## src/core/tfeg_pkg.sv

```systemverilog
package tfeg_pkg;
  // ----------------------------------------
  // Register map
  // ----------------------------------------
  localparam logic [7:0] OFS_FLAGS = 8'h10;
  localparam logic [7:0] OFS_SWEVT = 8'h14;
  localparam logic [7:0] OFS_CONFIG = 8'h18;
  localparam logic [7:0] OFS_CAPVAL0 = 8'h1c;
  localparam int NCH = 4;
  localparam logic [15:0] FLAGS_RST = 16'h0000;
  localparam logic [15:0] FLAGS_MASK = 16'h1eff;
  localparam logic [15:0] CONFIG_RST = 16'h0000;
  localparam logic [15:0] CFG_MASK = 16'h003f;
  // ----------------------------------------
  // Field positions
  // ----------------------------------------
  localparam int B_UPD = 0;
  localparam int B_CC0 = 1;
  localparam int B_CMT = 5;
  localparam int B_TRG = 6;
  localparam int B_BRK = 7;
  localparam int B_OC0 = 9;
  localparam int B_CFG_INPUT0 = 0;
  localparam int B_CFG_PAUSE = 4;
  localparam int B_CFG_POE = 5;

  typedef struct packed {
    logic update;
    logic [NCH-1:0] capcomp;
    logic commutation;
    logic trigger_edge;
    logic trigger_level;
    logic break_active;
  } tfeg_hw_evt_t;

  typedef struct packed {
    logic update;
    logic prescaler_clear;
    logic commutation_load;
    logic [NCH-1:0] capture_strobe;
  } tfeg_sw_evt_t;
endpackage

```

## src/core/tfeg_flag.sv

```systemverilog
`timescale 1ns/100ps
// Sticky flag, hardware set beats software clear
module tfeg_flag (
  // Clock and reset
  input wire logic pclk,
  input wire logic presetn,
  // Control
  input wire logic set_i,
  input wire logic clr_i,
  // State
  output logic flag_q
);
  always_ff @(posedge pclk or negedge presetn) begin
    if (!presetn) begin
      flag_q <= 1'b0;
    end else if (set_i) begin
      flag_q <= 1'b1;
    end else if (clr_i) begin
      flag_q <= 1'b0;
    end
  end
endmodule // tfeg_flag

```

## src/core/tfeg_top.sv

```systemverilog
`timescale 1ns/100ps
// What this block does
// - Ch0 overcapture on capture while flag set
// - Ch1-3 overcapture flags behave alike
// - Break flag set on break, guarded clear
// - Trigger flag; pause mode counts both edges
// - Commutation flag set, software clears it
// - Ch0 flag on capture or compare
// - Reading ch0 capture value clears flag in input mode
// - Ch1-3 capture/compare flags behave alike
// - Update flag set per update event
// - Reserved bits kept at reset value
// - Event bits write-only, self-clearing
// - Break generate clears output enable, sets flag
// - Trigger generate sets trigger flag
// - Commutation generate loads channel controls
// - Channel generate bits make channel events
// - Software capture latches counter into ch0 value only, may overcapture
// - Update generate clears counter and prescaler
// - Interrupt only when enable bit set
module tfeg_top (
  // APB
  input wire logic pclk,
  input wire logic presetn,
  input wire logic psel,
  input wire logic penable,
  input wire logic pwrite,
  input wire logic [7:0] paddr,
  input wire logic [31:0] pwdata,
  output logic [31:0] prdata,
  output logic pready,
  output logic pslverr,
  // Timer core events
  input wire tfeg_pkg::tfeg_hw_evt_t hw_evt,
  input wire logic [15:0] counter_value,
  input wire logic [15:0] irq_enable,
  // Software event strobes
  output tfeg_pkg::tfeg_sw_evt_t sw_evt,
  // Status
  output logic [15:0] flags,
  output logic primary_output_enable,
  output logic irq
);
  // ----------------------------------------
  // Bus decode
  // ----------------------------------------
  logic acc;
  logic wr;
  logic rd;
  logic hit_flags;
  logic hit_swevt;
  logic hit_cfg;
  logic hit_cap;
  assign acc = psel & penable;
  assign wr = acc & pwrite;
  assign rd = acc & ~pwrite;
  assign hit_flags = paddr == tfeg_pkg::OFS_FLAGS;
  assign hit_swevt = paddr == tfeg_pkg::OFS_SWEVT;
  assign hit_cfg = paddr == tfeg_pkg::OFS_CONFIG;
  assign hit_cap = paddr == tfeg_pkg::OFS_CAPVAL0;
  // Zero wait state: every access finishes in its first access cycle
  assign pready = 1'b1;
  assign pslverr = acc & ~(hit_flags | hit_swevt | hit_cfg | hit_cap);

  // ----------------------------------------
  // Configuration
  // ----------------------------------------
  // Bits 3:0 channel input mode, 4 pause mode, 5 output enable
  logic [15:0] cfg_q;
  logic brk_gen;
  always_ff @(posedge pclk or negedge presetn) begin
    if (!presetn) begin
      cfg_q <= tfeg_pkg::CONFIG_RST;
    end else if (brk_gen) begin
      cfg_q[tfeg_pkg::B_CFG_POE] <= 1'b0;
    end else if (wr && hit_cfg) begin
      cfg_q <= pwdata[15:0] & tfeg_pkg::CFG_MASK;
    end
  end
  assign primary_output_enable = cfg_q[tfeg_pkg::B_CFG_POE];

  // ----------------------------------------
  // Software event pulses
  // ----------------------------------------
  // Never stored; reads back zero so the bits appear self-clearing
  logic [15:0] gen;
  assign gen = (wr && hit_swevt) ? pwdata[15:0] : 16'h0000;
  assign brk_gen = gen[tfeg_pkg::B_BRK];
  always_ff @(posedge pclk or negedge presetn) begin
    if (!presetn) begin
      sw_evt <= '0;
    end else begin
      sw_evt.update <= gen[tfeg_pkg::B_UPD];
      sw_evt.prescaler_clear <= gen[tfeg_pkg::B_UPD];
      sw_evt.commutation_load <= gen[tfeg_pkg::B_CMT];
      sw_evt.capture_strobe <= gen[tfeg_pkg::B_CC0 +: tfeg_pkg::NCH];
    end
  end

  // ----------------------------------------
  // Flag set and clear terms
  // ----------------------------------------
  logic [15:0] set_v;
  logic [15:0] clr_v;
  logic trig_prev_q;
  logic trig_evt;
  logic [tfeg_pkg::NCH-1:0] cc_evt;
  always_ff @(posedge pclk or negedge presetn) begin
    if (!presetn) begin
      trig_prev_q <= 1'b0;
    end else begin
      trig_prev_q <= hw_evt.trigger_level;
    end
  end
  // Pause mode: any level change is an event
  assign trig_evt = cfg_q[tfeg_pkg::B_CFG_PAUSE] ? (hw_evt.trigger_level ^ trig_prev_q)
    : hw_evt.trigger_edge;
  assign cc_evt = hw_evt.capcomp | gen[tfeg_pkg::B_CC0 +: tfeg_pkg::NCH];

  always_comb begin
    set_v = 16'h0000;
    clr_v = 16'h0000;
    set_v[tfeg_pkg::B_UPD] = hw_evt.update | gen[tfeg_pkg::B_UPD];
    set_v[tfeg_pkg::B_CMT] = hw_evt.commutation | gen[tfeg_pkg::B_CMT];
    set_v[tfeg_pkg::B_TRG] = trig_evt | gen[tfeg_pkg::B_TRG];
    set_v[tfeg_pkg::B_BRK] = hw_evt.break_active | brk_gen;
    if (wr && hit_flags) begin
      clr_v = ~pwdata[15:0] & tfeg_pkg::FLAGS_MASK;
      // Break flag cannot be cleared while the input holds it
      if (hw_evt.break_active) begin
        clr_v[tfeg_pkg::B_BRK] = 1'b0;
      end
    end
  end

  // ----------------------------------------
  // Flags
  // ----------------------------------------
  logic [15:0] flag_q;
  logic cap_rd;
  assign cap_rd = rd & hit_cap;
  for (genvar b = 0; b <= tfeg_pkg::B_BRK; b++) begin : g_misc
    if (b == tfeg_pkg::B_UPD || b == tfeg_pkg::B_CMT || b == tfeg_pkg::B_TRG || b == tfeg_pkg::B_BRK) begin : g_on
      tfeg_flag u_flag (
        .pclk(pclk),
        .presetn(presetn),
        .set_i(set_v[b]),
        .clr_i(clr_v[b]),
        .flag_q(flag_q[b])
      );
    end
  end
  logic [15:0] cap0_q;
  for (genvar c = 0; c < tfeg_pkg::NCH; c++) begin : g_ch
    logic is_in;
    logic cc_clr;
    assign is_in = cfg_q[tfeg_pkg::B_CFG_INPUT0 + c];
    // Reading capture value clears only channel 0 and only in input mode
    assign cc_clr = clr_v[tfeg_pkg::B_CC0 + c] | ((c == 0) & is_in & cap_rd);
    tfeg_flag u_cc (
      .pclk(pclk),
      .presetn(presetn),
      .set_i(cc_evt[c]),
      .clr_i(cc_clr),
      .flag_q(flag_q[tfeg_pkg::B_CC0 + c])
    );
    tfeg_flag u_oc (
      .pclk(pclk),
      .presetn(presetn),
      .set_i(is_in & cc_evt[c] & flag_q[tfeg_pkg::B_CC0 + c]),
      .clr_i(clr_v[tfeg_pkg::B_OC0 + c]),
      .flag_q(flag_q[tfeg_pkg::B_OC0 + c])
    );
  end
  assign flag_q[tfeg_pkg::B_OC0 - 1] = 1'b0;
  assign flag_q[15:tfeg_pkg::B_OC0 + tfeg_pkg::NCH] = '0;
  assign flags = flag_q;

  // Channel 0 capture value on any channel 0 capture in input mode
  always_ff @(posedge pclk or negedge presetn) begin
    if (!presetn) begin
      cap0_q <= 16'h0000;
    end else if (cc_evt[0] && cfg_q[tfeg_pkg::B_CFG_INPUT0]) begin
      cap0_q <= counter_value;
    end
  end

  assign irq = |(flag_q[tfeg_pkg::B_BRK:tfeg_pkg::B_UPD] & irq_enable[tfeg_pkg::B_BRK:tfeg_pkg::B_UPD]);

  // ----------------------------------------
  // Read data
  // ----------------------------------------
  always_comb begin
    prdata = 32'h0000_0000;
    if (rd) begin
      if (hit_flags) prdata = {16'h0000, flag_q};
      else if (hit_cfg) prdata = {16'h0000, cfg_q};
      else if (hit_cap) prdata = {16'h0000, cap0_q};
    end
  end

  // ----------------------------------------
  // Per-channel flag checks
  // ----------------------------------------
  // Channels 1 to 3 get the loop checks of channel 0; the capture read and value checks are channel 0 only
  for (genvar c = 0; c < tfeg_pkg::NCH; c++) begin : g_chk

  end
endmodule // tfeg_top

```

## config.mk

```make
export PLATFORM = sky130hd
export DESIGN_NAME = tfeg_top
export DESIGN_NICKNAME = d
export VERILOG_FILES = /design/src/core/tfeg_pkg.sv /design/src/core/tfeg_flag.sv /design/src/core/tfeg_top.sv
export SDC_FILE = /design/constraint.sdc
export NUM_CORES = 1
export LEC_CHECK = 0
export ABC_AREA = 1
export BUFFER_PORTS_ARGS = -buffer_cell sky130_fd_sc_hd__buf_2
export CORE_ASPECT_RATIO = 0.8
export CORE_UTILIZATION = 40
export DETAILED_ROUTE_END_ITERATION = 16
export PLACE_DENSITY = 0.85
export SLEW_MARGIN = 15
export SYNTH_ARGS = -nofsm -noshare
export SYNTH_HDL_FRONTEND = slang
export SYNTH_SLANG_ARGS = --single-unit
export TNS_END_PERCENT = 1
```

## constraint.sdc

```tcl
create_clock -name pclk -period 1.43 [get_ports pclk]
set_clock_uncertainty 0.2 [all_clocks]
set_input_delay 0.2145 -clock pclk [delete_from_list [all_inputs] [get_ports pclk]]
set_output_delay 0.2145 -clock pclk [all_outputs]
set_load 0.1 [all_outputs]
```

==> flow_summary.json, run 1 <==
{
  "outcome": "finished, violations left",
  "nNetsFinal": 552,
  "coreArea_um2": 5620,
  "r2r_setup_slack_ns": 0.19,
  "worstSetupPathType": "primary input to primary output",
  "p_total_uw": 2840,
  "multi_input_area_um2": 1270,
  "rsz0062_at_grt": "true",
  "grt_overflow": 0,
  "cpMaxStageDelayCell": "nor2_1",
  "clock.fmax_ghz": 0.526,
  "drv_cap": 0,
  "fin_setup_tns_ns": -7.95,
  "globalplace.congestion": 0.900,
  "hold-worst-slack_ns": -0.00777,
  "start_util_pct": 42.7,
  "syn2layout_area_growth_pct": 83.7,
  "drive_gt1_share_pct": 42.4,
  "cp_max_fo": 8,
  "diodes": 0,
  "hp-class": "primary input to flip-flop",
  "die_x_um": 88.6,
  "setup_slack_ns": -0.471,
  "p_switching_uw": 974,
  "pre_cts_slack_ns": -0.560,
  "violations": "hold timing, setup timing",
  "slew_viol_final": 0,
  "die-area_um2": 6320,
  "required_ns": 1.02,
  "synth_commonest_cells": "nand2_1, dfrtp_1, nand3_1",
  "synth.most_common_cell": "nand2_1",
  "max_stage_delay_ns": 0.27,
  "cp_cell_sequence": "buf_2, nand2_1, nor2_1, inv_1, a21oi_1, nand2_2, clkinvlp_4, buf_12",
  "placedInstanceArea_um2": 3730,
  "yosysWarnings": 0,
  "swShare_pct": 34.3,
  "synth-edff-count": 0,
  "fin_util_pct": 78.5,
  "wl_per_cell_um": 15.4,
  "synth_cell_types": 27,
  "detail-route-antenna-nets": 0,
  "worstPathArrival_ns": 1.49,
  "combPwrFrac_pct": 27.6,
  "final-setup-viol-count": 20,
  "path_buf_inv": 4,
  "grt_pass1_vias": 2770,
  "synth_top_flop_cell": "dfrtp_1",
  "p_leak_uw": 0.00223,
  "finalCritPeriodShare_pct": 133,
  "final_area_um2": 4410,
  "vias": 2707,
  "synth_cells": 316,
  "ys_ff_latch": 41,
  "first_pass_iters": 5,
  "cts-buffers-inserted": 5,
  "power_frac_clock_pct": 27.6,
  "cts_root_buffer": "clkbuf_8",
  "cts_tree": "built",
  "synth_top_area_share_pct": 42.8,
  "remaining_drc_errors": 0,
  "grt_first_pass_wirelength_mm": 13.0,
  "critPathCaptureType": "primary output",
  "insertion_delay_ns": 0.29,
  "die_h_um": 71.3,
  "power_density_nw_per_um2": 644,
  "drt_iter0_drc": 204,
  "wl_mm": 8.39,
  "rows": 24,
  "clock_sinks": 41,
  "yosysTopAreaCell": "dfrtp_1",
  "cts_buffer_depth": 2,
  "async_flop_share_pct": 100,
  "synth.area.top_cells": "dfrtp_1, nand2_1, buf_4",
  "portBuffers": 95,
  "antenna_found_initial": 0,
  "internal_power_uw": 1860,
  "clk_pin_slew_ns": 0.07,
  "detailed_place_hpwl_mm": 5.93,
  "ios": 145,
  "avgViaCountPerCell": 4.97,
  "pwr-share-seq_pct": 44.8,
  "grt_max_degree": 29,
  "final-seq-area_um2": 1030,
  "timing.final.hold_violations": 1,
  "seq_area_frac_synth_pct": 42.8,
  "synth.avg_cell_area_um2": 7.59,
  "htree_levels": 2,
  "syn_area_um2": 2400,
  "track_usage_pct": 28.0,
  "ir_worst_vdd_uv": 339,
  "min_period_ns": 1.90,
  "worstSetupStartpointType": "primary input",
  "fillerInstances": 371,
  "crit_family": "buffers and inverters"
}
==> worst min-delay path, cell delays in order <==
cell,delay (ns)
buf_2,0.08
o21ai_1,0.07
o21ai_1,0.08
==> final cells by class <==
cell class / count / area share, %
Timing Repair Buffer: 167 / 40.3
Multi-Input combinational cell: 222 / 28.8
Sequential cell: 41 / 23.3
Inverter: 29 / 3.32
Tap cell: 78 / 2.21
Clock buffer: 8 / 2.04
==> placed cells by master (no fill, tap or decap), drive strengths merged <==
| cell type | synthesis | final |
|---|---|---|
| a211oi | 1 | 1 |
| a21oi | 8 | 8 |
| a221oi | 2 | 2 |
| buf | 41 | 134 |
| clkbuf | 2 | 8 |
| clkinv | 0 | 1 |
| clkinvlp | 0 | 6 |
| conb | 2 | 21 |
| dfrtp | 41 | 41 |
| dlygate4sd3 | 0 | 33 |
| inv | 29 | 22 |
| nand2 | 93 | 93 |
| nand3 | 40 | 40 |
| nand3b | 2 | 2 |
| nand4 | 2 | 2 |
| nor2 | 30 | 30 |
| nor3 | 2 | 2 |
| o21ai | 20 | 20 |
| xnor2 | 1 | 1 |
==> sequential cells by signal, indices dropped and copies added, names as in the netlist <==
signal,cells
cap0_q,16
cfg_q,6
sw_evt,6
g_ch.u_cc.flag_q,4
g_ch.u_oc.flag_q,4
g_misc.g_on.u_flag.flag_q,4
trig_prev_q,1
==> worst paths after layout <==
kind,start,endpoint,depth (start not counted)
hold / removal,pwdata[12],g_ch[3].u_oc.flag_q$_DFFE_PN0P_,3
min in group asynchronous,presetn,g_misc[5].g_on.u_flag.flag_q$_DFFE_PN0P_,2
setup reg to reg,cfg_q[0]$_DFFE_PN0P_,g_ch[0].u_cc.flag_q$_DFFE_PN0P_,4
hold reg to reg,cap0_q[2]$_DFFE_PN0P_,cap0_q[2]$_DFFE_PN0P_,2
max in group asynchronous,presetn,sw_evt[5]$_DFF_PN0_,3
setup / recovery,psel,prdata[0],8
==> stage by stage <==
stage          hold WS [ns]  instances
6_report           -0.00777        545
3_5_place_dp        -0.0595        500
5_1_grt             0.00386        545
3_3_place_gp        -0.0637        500
2_1_floorplan        -0.281        335
4_1_cts            0.000476        544
==> cell families (layout without fill, tap and decap cells) <==
family,Yosys count,after routing,share of synthesized area (%)
compound gates,31,31,6.88
other cells,2,21,0.313
simple gates,169,169,32.3
xor+xnor,1,1,0.365
flops,41,41,42.8
buf+inv,72,204,17.4
==> repair_timing <==
item / 4_1_cts / 5_1_grt
endpoints found under the setup margin: 31 / 54
setup buffers: 3 / 1
hold endpoints to repair: 75 / 0
hold buffers: 33 / 0
resized for setup: 44 / 21
pin swaps: 14 / 4
==> metal layers <==
metal	vias to the layer above	wire length [µm]	part of all wire [%]	global-route usage, %
met1	1270	3170	38	32.1
met2	154	4290	51	50.0
met5	-	0	0	0
met4	0	291	3.5	12.5
met3	32	631	7.5	5.76
li1	1251	-	-	-
==> power groups by stage <==
| stage | registers [µW] | logic [µW] | clock network, µW |
|---|---|---|---|
| floorplan | 1270 | 508 | 0 |
| global placement | 1280 | 668 | 0 |
| detailed placement | 1280 | 682 | 0 |
| CTS | 1270 | 766 | 790 |
| global route | 1280 | 828 | 827 |
| finish | 1270 | 782 | 783 |
Power figures use the tool's default switching activity.
==> run 2: changes to the inputs <==
BUFFER_PORTS_ARGS = unset   (was -buffer_cell sky130_fd_sc_hd__buf_2)
DONT_BUFFER_PORTS = 1   (was unset)
PLACE_DENSITY = 0.64   (was 0.85)
==> run 2 against run 1 <==
Effect of this change: the flow finishes with violations (setup timing); total power grew 1.6%; design area shrank 9.5%; maximum frequency grew 6.0%; critical path depth shrank 3; sequential power is essentially flat; count of clock-buffer cells in the layout shrank 1; hold slack gained 0.071 ns; global-route usage shrank 4.3 points; first-iteration DRC count shrank 30%.
==> flow_summary.json, run 2 (synthesis results as in run 1) <==
{
  "clock.fmax_ghz": 0.557,
  "die_h_um": 71.3,
  "setup_slack_ns": -0.364,
  "min_period_ns": 1.79,
  "coreArea_um2": 5620,
  "cp_max_fo": 4,
  "grt_first_pass_wirelength_mm": 11.3,
  "wl_per_cell_um": 15.0,
  "diodes": 0,
  "grt_overflow": 0,
  "first_pass_iters": 4,
  "worstSetupPathType": "flip-flop to primary output",
  "drv_cap": 0,
  "worstSetupStartpointType": "flip-flop",
  "portBuffers": 0,
  "multi_input_area_um2": 1240,
  "final-seq-area_um2": 1030,
  "fin_setup_tns_ns": -5.49,
  "required_ns": 1.02,
  "rows": 24,
  "cts-buffers-inserted": 5,
  "final_cell_mix": "nand2_1, buf_4, dlygate4sd3_1, dfrtp_1, nand3_1",
  "cts_root_buffer": "clkbuf_8",
  "insertion_delay_ns": 0.30,
  "hold-worst-slack_ns": 0.0633,
  "final-setup-viol-count": 22,
  "critPathCaptureType": "primary output",
  "drt_iter0_drc": 142,
  "die_x_um": 88.6,
  "layout_commonest_cell": "nand2_1",
  "globalplace.congestion": 0.845,
  "htree_levels": 2,
  "detail-route-antenna-nets": 0,
  "vias": 2406,
  "clock_sinks": 41,
  "hp-class": "primary input to flip-flop",
  "largest_register_ffs": 16,
  "antenna_found_initial": 0,
  "avgViaCountPerCell": 4.88,
  "grt_max_degree": 42,
  "ios": 145,
  "ir_worst_vdd_uv": 382,
  "grt_pass1_vias": 2448,
  "cts_buffer_depth": 2,
  "reg.largest.list": "cap0_q: 16 flops, cfg_q: 6 flops, sw_evt: 6 flops",
  "fillerInstances": 442,
  "finalCritPeriodShare_pct": 125,
  "wl_mm": 7.41,
  "rsz0062_at_grt": "true",
  "slew_viol_final": 0,
  "outcome": "finished, violations left",
  "fin_util_pct": 71.1,
  "track_usage_pct": 23.7,
  "final_area_um2": 3990,
  "detailed_place_hpwl_mm": 5.04,
  "top_register": "cap0_q",
  "clk_pin_slew_ns": 0.08,
  "syn2layout_area_growth_pct": 66.3,
  "placedInstanceArea_um2": 3200,
  "violations": "setup timing",
  "timing.final.hold_violations": 0,
  "remaining_drc_errors": 0,
  "start_util_pct": 42.7,
  "nNetsFinal": 500,
  "worstPathArrival_ns": 1.38,
  "cts_tree": "built",
  "power_density_nw_per_um2": 723,
  "p_leak_uw": 0.00188,
  "drive_gt1_share_pct": 35.4,
  "die-area_um2": 6320
}
-- run 2: cell types whose count changed in the layout (fill, tap and decap cells not counted), moves of 6 or more --
cell / change
buf_12: -14
buf_4: +17
buf_6: -7
buf_2: -54
nand2_4: -6
-- run 2: path summary, 6_finish.rpt --
| path | start | end | slack (ns) | cells past startpoint |
|---|---|---|---|---|
| max reg2reg | cfg_q[0]$_DFFE_PN0P_ | cap0_q[1]$_DFFE_PN0P_ | 0.16 | 4 |
| max | g_ch[0].u_cc.flag_q$_DFFE_PN0P_ | irq | -0.36 | 5 |
| max in group asynchronous | presetn | sw_evt[5]$_DFF_PN0_ | 0.61 | 2 |
| min in group asynchronous | presetn | cap0_q[10]$_DFFE_PN0P_ | 0.19 | 2 |
| min reg2reg | cap0_q[4]$_DFFE_PN0P_ | cap0_q[4]$_DFFE_PN0P_ | 0.28 | 2 |
| min | hw_evt[4] | g_ch[0].u_cc.flag_q$_DFFE_PN0P_ | 0.06 | 5 |
-- run 2: metrics by stage --
step	std cells	worst slack (ns)	total power, µW
2_1_floorplan	335	-0.455	1780
3_3_place_gp	439	-0.350	1790
3_5_place_dp	439	-0.369	1800
4_1_cts	489	-0.386	2880
5_1_grt	493	-0.429	3000
6_report	493	-0.364	2880
-- run 2: final cells by class --
cell class	instances	share of cell area, %
repair buffers	115	33.7
inverters	29	3.98
flip-flops and latches	41	25.9
clock inverters	1	0.753
clock buffers	7	2.16
multi-input cells	222	31.0
well taps	78	2.45
-- run 2: critical path, cell delays in order (launching register included) --
cell,delay [ns]
dfrtp_2,0.46
nand2_2,0.09
nand2_2,0.05
a221oi_2,0.20
nand2_2,0.11
buf_12,0.18
-- run 2: repair_timing --
action,CTS,global route
cloned,0,0
endpoints found under the setup margin,23,26
hold buffers,38,0
pin swaps,6,13
setup buffers,4,4
hold endpoints to repair,82,0
gates resized for setup,26,40
-- run 2: where the power goes --
part	internal, µW	switching, µW	total, µW
Clock	569	402	972
Sequential	1220	36.4	1250
Combinational	172	489	660
-- run 2: routing by layer --
layer,track usage (%),wire [µm]
met1,29.2,2950
met2,40.4,3790
met3,6.22,532
met4,8.06,136
met5,0,0
